### config.mk
export PLATFORM = sky130hd
export DESIGN_NAME = mpfc_top
export DESIGN_NICKNAME = d
export VERILOG_FILES = /design/src/core/mpfc_pkg.sv /design/src/core/mpfc_top.sv
export SDC_FILE = /design/constraint.sdc
export NUM_CORES = 1
export LEC_CHECK = 0
export BUFFER_PORTS_ARGS = -buffer_cell sky130_fd_sc_hd__buf_2
export CORE_UTILIZATION = 33
export DETAILED_ROUTE_END_ITERATION = 10
export PLACE_DENSITY = 0.57
export SYNTH_ARGS = -nofsm -noshare
export SYNTH_HDL_FRONTEND = slang
export SYNTH_SLANG_ARGS = --single-unit
### constraint.sdc
create_clock -name pclk -period 3.3 [get_ports pclk]
set_input_delay 0.495 -clock pclk [delete_from_list [all_inputs] [get_ports pclk]]
set_output_delay 0.495 -clock pclk [all_outputs]
set_load 0.05 [all_outputs]
### src/core/mpfc_pkg.sv
package mpfc_pkg;

  // ==========================================================
  // register map (word index, byte address is four times it)
  // ==========================================================
  localparam logic [7:0]  FLOW_IDX     = 8'h08;
  localparam logic [7:0]  AFC_IDX      = 8'h10;
  localparam logic [9:0]  FLOW_ADDR    = {FLOW_IDX, 2'b00};
  localparam logic [9:0]  AFC_ADDR     = {AFC_IDX, 2'b00};
  localparam logic [31:0] FLOW_RST     = 32'h0000_0000;
  localparam logic [31:0] AFC_RST      = 32'h0000_0000;

  // pause_flow_control fields
  localparam int PT_LSB   = 16;
  localparam int FWD_BIT  = 2;
  localparam int FLOW_CTRL_ENABLE_BIT = 1;
  localparam int BUSY_BIT = 0;

  // auto_flow_config_reg fields
  localparam int AFC_SEND_BIT = 0;
  localparam int AFC_BP_BIT   = 1;
  localparam int AFC_FDX_BIT  = 2;
  localparam int AFC_TXEN_BIT = 3;
  localparam int AFC_SPD_BIT  = 4;
  localparam int AFC_USED     = 5;

  // ==========================================================
  // pause frame layout
  // ==========================================================
  localparam logic [5:0] FRM_LAST   = 6'h3B;
  localparam logic [5:0] SA_FIRST   = 6'h06;
  localparam logic [5:0] TYPE_HI    = 6'h0C;
  localparam logic [5:0] TYPE_LO    = 6'h0D;
  localparam logic [5:0] OPC_HI     = 6'h0E;
  localparam logic [5:0] OPC_LO     = 6'h0F;
  localparam logic [5:0] PT_HI      = 6'h10;
  localparam logic [5:0] PT_LO      = 6'h11;
  localparam logic [5:0] HDR_LEN    = 6'h12;
  localparam logic [47:0] PAUSE_DA  = 48'h0180_C200_0001;
  localparam logic [15:0] CTRL_TYPE = 16'h8808;
  localparam logic [15:0] PAUSE_OPC = 16'h0001;

  // ==========================================================
  // timing
  // ==========================================================
  localparam int CLK_NS       = 50;
  localparam int QUANTUM_BITS = 512;
  localparam int BIT_NS_100   = 10;
  localparam int BIT_NS_10    = 100;
  localparam logic [10:0] QCYC_100 = 11'((QUANTUM_BITS * BIT_NS_100 + CLK_NS - 1) / CLK_NS);
  localparam logic [10:0] QCYC_10  = 11'((QUANTUM_BITS * BIT_NS_10 + CLK_NS - 1) / CLK_NS);

  // ==========================================================
  // carriers
  // ==========================================================
  typedef struct packed {
    logic       valid;
    logic       sof;
    logic       eof;
    logic       good;
    logic [7:0] data;
  } mpfc_rx_beat_t;

  typedef struct packed {
    logic valid;
    logic is_pause;
    logic filter_pass;
  } mpfc_rx_stat_t;

  typedef enum logic {TX_IDLE, TX_SEND} mpfc_tx_st_t;

endpackage

### src/core/mpfc_top.sv
// Register access over APB was left to the implementer.
`timescale 1ns/100ps
// Overview of operation
// - pause time field copied into sent frames
// - other frame fields follow 802.3x layout
// - full duplex busy while pause frame sends
// - half duplex busy while back pressure asserted
// - busy clears after pause frame completes
// - no pause or back pressure when tx disabled
// - valid received pause stops transmitter for time
// - enable clear means no decode, no pause
// - half duplex enable gates back pressure
// - forward bit passes pause, else filter cleared
// - all received frame data forwarded
// - promiscuous filtering overrides forward bit
// - pause requests come through config register
module mpfc_top (
  // apb slave
  input  wire logic                   pclk,
  input  wire logic                   presetn,
  input  wire logic                   psel,
  input  wire logic                   penable,
  input  wire logic                   pwrite,
  input  wire logic [31:0]            paddr,
  input  wire logic [31:0]            pwdata,
  output logic      [31:0]            prdata,
  output logic                        pready,
  output logic                        pslverr,
  // mac context
  input  wire logic [47:0]            station_addr,
  input  wire logic                   promisc,
  input  wire logic                   addr_filter_pass,
  // pause frame byte stream towards the transmitter
  output logic                        tx_valid,
  output logic      [7:0]             tx_data,
  output logic                        tx_last,
  input  wire logic                   tx_ready,
  // transmitter control
  output logic                        tx_hold,
  output logic                        backpressure,
  // receive side
  input  wire mpfc_pkg::mpfc_rx_beat_t rx_in,
  output mpfc_pkg::mpfc_rx_beat_t      rx_fwd,
  output mpfc_pkg::mpfc_rx_stat_t      rx_stat
);

  // ==========================================================
  // registers and decode
  // ==========================================================
  localparam int AFC_W = mpfc_pkg::AFC_USED;
  logic [31:0] flow_q;
  logic [AFC_W-1:0] afc_q;
  logic [31:0] prdata_q;
  logic        hit_flow;
  logic        hit_afc;
  logic        wr_en;
  logic        send_req;
  logic        full_duplex;
  logic        tx_enable;
  logic        fc_enable;
  logic        flow_ctrl_busy;
  mpfc_pkg::mpfc_tx_st_t tx_st_q;
  logic [5:0]  tx_idx_q;
  logic        tx_hs;
  logic        tx_start;

  assign hit_flow    = paddr[9:0] == mpfc_pkg::FLOW_ADDR && paddr[31:10] == '0;
  assign hit_afc     = paddr[9:0] == mpfc_pkg::AFC_ADDR && paddr[31:10] == '0;
  assign wr_en       = psel && penable && pwrite;
  assign full_duplex = afc_q[mpfc_pkg::AFC_FDX_BIT];
  assign tx_enable   = afc_q[mpfc_pkg::AFC_TXEN_BIT];
  assign fc_enable   = flow_q[mpfc_pkg::FLOW_CTRL_ENABLE_BIT];

  // zero wait state answer, error on unmapped address
  assign pready  = 1'b1;
  assign pslverr = psel && penable && !(hit_flow || hit_afc);
  assign prdata  = prdata_q;

  // flow register; busy position is read only and never stored
  always_ff @(posedge pclk or negedge presetn)
  begin
    if (!presetn)
      flow_q <= mpfc_pkg::FLOW_RST;
    else if (wr_en && hit_flow)
      flow_q <= {pwdata[31:mpfc_pkg::PT_LSB], 13'h0000, pwdata[mpfc_pkg::FWD_BIT:mpfc_pkg::FLOW_CTRL_ENABLE_BIT], 1'b0};
  end

  // config register; send bit self clears once a frame starts
  always_ff @(posedge pclk or negedge presetn)
  begin
    if (!presetn)
      afc_q <= AFC_W'(mpfc_pkg::AFC_RST);
    else if (wr_en && hit_afc)
      afc_q <= pwdata[AFC_W-1:0];
    else if (tx_start)
      afc_q[mpfc_pkg::AFC_SEND_BIT] <= 1'b0;
  end

  // read data captured in the setup cycle
  always_ff @(posedge pclk or negedge presetn)
  begin
    if (!presetn)
      prdata_q <= 32'h0000_0000;
    else if (psel && !penable)
      prdata_q <= hit_flow ? {flow_q[31:1], flow_ctrl_busy} :
                  hit_afc  ? {27'h0000000, afc_q} : 32'h0000_0000;
  end

  // ==========================================================
  // pause frame transmit
  // ==========================================================
  function automatic logic [7:0] frame_byte(input logic [5:0] i, input logic [47:0] sa, input logic [15:0] pt);
    logic [5:0] s;
    s = i - mpfc_pkg::SA_FIRST;
    if (i < mpfc_pkg::SA_FIRST)
      frame_byte = mpfc_pkg::PAUSE_DA[8'(47 - 8 * i) -: 8];
    else if (i < mpfc_pkg::TYPE_HI)
      frame_byte = sa[8'(47 - 8 * s) -: 8];
    else if (i == mpfc_pkg::TYPE_HI)
      frame_byte = mpfc_pkg::CTRL_TYPE[15:8];
    else if (i == mpfc_pkg::TYPE_LO)
      frame_byte = mpfc_pkg::CTRL_TYPE[7:0];
    else if (i == mpfc_pkg::OPC_HI)
      frame_byte = mpfc_pkg::PAUSE_OPC[15:8];
    else if (i == mpfc_pkg::OPC_LO)
      frame_byte = mpfc_pkg::PAUSE_OPC[7:0];
    else if (i == mpfc_pkg::PT_HI)
      frame_byte = pt[15:8];
    else if (i == mpfc_pkg::PT_LO)
      frame_byte = pt[7:0];
    else
      frame_byte = 8'h00;
  endfunction

  assign send_req = afc_q[mpfc_pkg::AFC_SEND_BIT];
  assign tx_start = tx_st_q == mpfc_pkg::TX_IDLE && send_req && full_duplex && tx_enable;
  assign tx_valid = tx_st_q == mpfc_pkg::TX_SEND;
  assign tx_hs    = tx_valid && tx_ready;
  assign tx_last  = tx_valid && tx_idx_q == mpfc_pkg::FRM_LAST;

  // frame sequencer; bytes carry the programmed pause time
  always_ff @(posedge pclk or negedge presetn)
  begin
    if (!presetn)
    begin
      tx_st_q  <= mpfc_pkg::TX_IDLE;
      tx_idx_q <= 6'h00;
      tx_data  <= 8'h00;
    end
    else
    begin
      unique case (tx_st_q)
        mpfc_pkg::TX_IDLE:
        begin
          if (tx_start)
          begin
            tx_st_q  <= mpfc_pkg::TX_SEND;
            tx_idx_q <= 6'h00;
            tx_data  <= frame_byte(6'h00, station_addr, flow_q[31:16]);
          end
        end
        mpfc_pkg::TX_SEND:
        begin
          if (tx_hs && tx_last)
            tx_st_q <= mpfc_pkg::TX_IDLE;
          else if (tx_hs)
          begin
            tx_idx_q <= tx_idx_q + 6'h01;
            tx_data  <= frame_byte(tx_idx_q + 6'h01, station_addr, flow_q[31:16]);
          end
        end
      endcase
    end
  end

  // ==========================================================
  // half duplex back pressure and busy
  // ==========================================================
  always_ff @(posedge pclk or negedge presetn)
  begin
    if (!presetn)
      backpressure <= 1'b0;
    else
      backpressure <= !full_duplex && fc_enable && tx_enable && afc_q[mpfc_pkg::AFC_BP_BIT];
  end

  assign flow_ctrl_busy = tx_valid || backpressure;

  // ==========================================================
  // receive decode
  // ==========================================================
  logic [5:0]  rx_idx_q;
  logic [5:0]  rx_cur;
  logic        match_q;
  logic        byte_ok;
  logic [15:0] pt_rx_q;
  logic        rx_pause;
  logic [15:0] pause_cnt_q;
  logic [10:0] quanta_q;
  logic [10:0] qcyc;

  assign rx_cur  = rx_in.sof ? 6'h00 : rx_idx_q;
  assign byte_ok = rx_cur >= mpfc_pkg::TYPE_HI || rx_cur < mpfc_pkg::SA_FIRST ?
                   frame_byte(rx_cur, 48'h0, {8'h00, rx_in.data}) == rx_in.data || rx_cur >= mpfc_pkg::PT_HI : 1'b1;
  // pause detected only while enabled and in full duplex
  assign rx_pause = rx_in.valid && rx_in.eof && rx_in.good && fc_enable && full_duplex && match_q && byte_ok
                    && rx_cur >= mpfc_pkg::HDR_LEN;

  // byte index and header match tracking
  always_ff @(posedge pclk or negedge presetn)
  begin
    if (!presetn)
    begin
      rx_idx_q <= 6'h00;
      match_q  <= 1'b0;
      pt_rx_q  <= 16'h0000;
    end
    else if (rx_in.valid)
    begin
      rx_idx_q <= rx_cur == 6'h3F ? rx_cur : rx_cur + 6'h01;
      match_q  <= (rx_in.sof || match_q) && byte_ok;
      if (rx_cur == mpfc_pkg::PT_HI)
        pt_rx_q[15:8] <= rx_in.data;
      if (rx_cur == mpfc_pkg::PT_LO)
        pt_rx_q[7:0] <= rx_in.data;
    end
  end

  // data passes through untouched, status at frame end
  always_ff @(posedge pclk or negedge presetn)
  begin
    if (!presetn)
    begin
      rx_fwd  <= '0;
      rx_stat <= '0;
    end
    else
    begin
      rx_fwd            <= rx_in;
      rx_stat.valid     <= rx_in.valid && rx_in.eof;
      rx_stat.is_pause  <= rx_pause;
      rx_stat.filter_pass <= rx_pause ? (flow_q[mpfc_pkg::FWD_BIT] || promisc)
                                      : addr_filter_pass;
    end
  end

  // ==========================================================
  // pause timer in slot quanta
  // ==========================================================
  assign qcyc    = afc_q[mpfc_pkg::AFC_SPD_BIT] ? mpfc_pkg::QCYC_100 : mpfc_pkg::QCYC_10;
  assign tx_hold = pause_cnt_q != 16'h0000;

  always_ff @(posedge pclk or negedge presetn)
  begin
    if (!presetn)
    begin
      pause_cnt_q <= 16'h0000;
      quanta_q    <= 11'h000;
    end
    else if (rx_pause)
    begin
      pause_cnt_q <= pt_rx_q;
      quanta_q    <= qcyc;
    end
    else if (!fc_enable)
      pause_cnt_q <= 16'h0000;
    else if (tx_hold && quanta_q <= 11'h001)
    begin
      pause_cnt_q <= pause_cnt_q - 16'h0001;
      quanta_q    <= qcyc;
    end
    else if (tx_hold)
      quanta_q <= quanta_q - 11'h001;
  end
endmodule

==> out/metrics.yaml <==
core_region_area_sq_um: 20400
synth_flop_cell: "dfrtp_1"
cts-hold-fix-buffers: 0
fin_tns_setup_ns: 0
initialDrtViolationCount: 289
path_clk_slew_ns: 0.06
cts_root_buffer: "clkbuf_16"
finish.utilization_pct: 42.7
h-tree-depth: 4
area_growth_pct: 26.0
grt_max_degree: 52
synth_edf_count: 0
grt_pass1_wl_mm: 28.4
max_slew_margin_pct: 56.0
cpMaxStageDelayCell: "nor4_1"
gr-total-overflow: 0
final_cell_area_sq_um: 8720
gp_congestion: 0.821
cp-start-kind: "flop"
slew_viol_final: 0
worstSkewPairLatency_ns: 0.42
post_cts.repair.setup_buffers: 0
finalHoldViolCount: 0
setup.worst_path.end_class: "primary output"
ys_ff_latch: 125
finalSetupViolCount: 0
arrival_ns: 2.46
clk_path_buf_depth: 2
n_antenna_cell: 0
peakVddDrop_v: 0.000348
synth_warnings: 0
pin_count: 193
reg2reg_from: "tx_idx_q[0]"
synth_cell_types: 70
cts.repair.resized: 0
drc: 0
setup.worst_path.class: "flop to primary output"
fillers: 2035
io_buffers: 169
worst_hold_slack_ns: 0.108
finalCriticalPeriod_ns: 2.96
hp-class: "primary input to asynchronous set/reset pin"
syn-mean-instance-area_sq_um: 9.85
fin_nets: 1025
syn_area_sq_um: 6930
worst_pin_slew_ns: 0.654
wire_per_inst_um: 15.2
syn_inst: 703
power_density_nw_per_um2: 560
drive_gt1_share_pct: 32.4
drt_pre_antenna_iters: 5
reg2regPathDepth: 9
crit_path_cell_trace: "or4_4 > nor4_1 > nand4_1 > buf_2"
cts_buffers: 17
run_status: "complete, no violations"
die_area_sq_um: 21600
final_cell_mix: "168 x buf_2, 125 x dfrtp_1, 95 x nand2_1"
p_leak_nw: 4.18
ant_nets: 0
seq_area_frac_synth_pct: 45.2
grt_setup_unrepaired: "false"
cp_data_required_time_ns: 2.80
max_freq_mhz: 338
multi_input_area_sq_um: 3530
reg2reg_to: "tx_data[5]"
rows: 52
grt_use_total_pct: 16.8
fin_skew_ns: 0.00836
dp_hpwl_mm: 13.1
antenna_found_initial: 0
placed_area_sq_um: 8070
final_common_cell: "buf_2"
viasPerCell: 5.02
die_h_um: 147
r2r_setup_slack_ns: 0.41
maxCapViolCount: 0
wirelength_mm: 17.6
fp.dieW_um: 147
tritoncts: "yes"
initial_core_util_pct: 33.9
post-route-period-util_pct: 89.7
cp_max_fo: 4
ff_latch_area_sq_um: 3130
critPathMaxStageDelay_ns: 0.58
async_flop_share_pct: 100
vias: 5800
clock_sinks: 125
grt_pass1_vias: 5534
==> registers in the layout (all words and copies together), names as in the netlist <==
register      flops
tx_data           8
afc_q             5
tx_idx_q          6
match_q           1
pt_rx_q          16
backpressure      1
pause_cnt_q      16
tx_valid          1
rx_stat           3
prdata           21
quanta_q         11
rx_fwd           12
flow_q           18
rx_idx_q          6
==> critical path: cells and delay by family, from the launching register on <==
family        cells  cell delay [ns]
buf+inv           1             0.27
simple gates      3             1.38
flops             1             0.39
==> report_power, final <==
part / total (mW) / switching, mW / internal, mW
logic: 1.19 / 0.750 / 0.444
registers: 1.65 / 0.0627 / 1.59
clock network: 2.04 / 0.704 / 1.33
total: 4.88 / 1.52 / 3.37
==> per-stage QoR <==
step / total power [mW] / worst slack [ns] / cells
after global placement: 2.88 / 0.402 / 1123
after global routing: 5.13 / 0.165 / 1155
after floorplan: 2.53 / 0.00266 / 713
after detailed placement: 2.88 / 0.407 / 1123
after CTS: 4.93 / 0.304 / 1155
final: 4.88 / 0.341 / 1155
==> synthesized netlist by cell type (4+ instances only) <==
master	instances	area [sq um]
dfrtp_1	125	3130
nand2_1	95	357
o21ai_0	56	280
mux2_2	37	417
nor2_1	34	128
clkbuf_1	29	109
a21oi_1	24	120
xnor2_1	23	201
ha_1	21	263
inv_1	19	71.3
nor3_1	19	95.1
nor4_1	17	106
buf_4	12	90.1
mux2i_1	12	120
or3_1	11	68.8
a22oi_1	9	67.6
nand3_1	9	45.0
nand4_1	9	56.3
o21ai_1	9	45.0
and3_1	8	50.1
mux4_2	8	180
nor2b_1	8	50.1
o31ai_1	8	60.1
a31oi_1	6	37.5
or2_2	6	37.5
xor2_1	6	52.6
nand4b_1	5	43.8
a211oi_1	4	30.0
a221oi_1	4	35.0
and2_1	4	25.0
buf_2	4	20.0
==> routing by layer <==
| layer | part of all wire, % | wire length [um] | vias up | GRT usage (%) |
|---|---|---|---|---|
| met5 | 0 | 0 | - | 0 |
| met4 | 1.5 | 264 | 0 | 5.57 |
| met3 | 3.8 | 676 | 19 | 3.79 |
| met2 | 47 | 8210 | 130 | 26.7 |
| met1 | 48 | 8410 | 2797 | 22.7 |
| li1 | - | - | 2854 | - |
==> cells by family (layout without fill, tap and decap cells) <==
logic type / after synthesis / after routing / synth area share (%)
AO/OA/AOI/OAI: 154 / 154 / 14.1
XOR/XNOR: 29 / 29 / 3.67
adder cells (fa/ha/maj): 21 / 21 / 3.79
buffers and inverters: 68 / 240 / 4.52
flip-flops: 125 / 125 / 45.2
multiplexers: 58 / 58 / 10.6
other: 2 / 12 / 0.108
AND/OR/NAND/NOR: 246 / 246 / 18.0
==> area by class of cell <==
cell class | count | share of cell area [%]
inverter | 20 | 0.860
timing repair buffer | 188 | 11.5
clock inverter | 12 | 2.11
multi-input combinational | 520 | 40.5
sequential | 125 | 35.9
tap | 270 | 3.87
clock buffer | 20 | 5.35
==> how the worst max path moves through the flow <==
stage	from	to	slack, ns	depth (start not counted)
final	pause_cnt_q[5]	tx_hold	0.34	4
after global routing	tx_idx_q[0]	tx_data[5]	0.16	9
after CTS	pause_cnt_q[5]	tx_hold	0.30	4
after detailed placement	rx_in[10]	match_q	0.41	9
after global placement	rx_in[10]	match_q	0.40	9
after floorplan	tx_idx_q[0]	tx_data[5]	0.003	12
(Power assumes the default switching activity.)
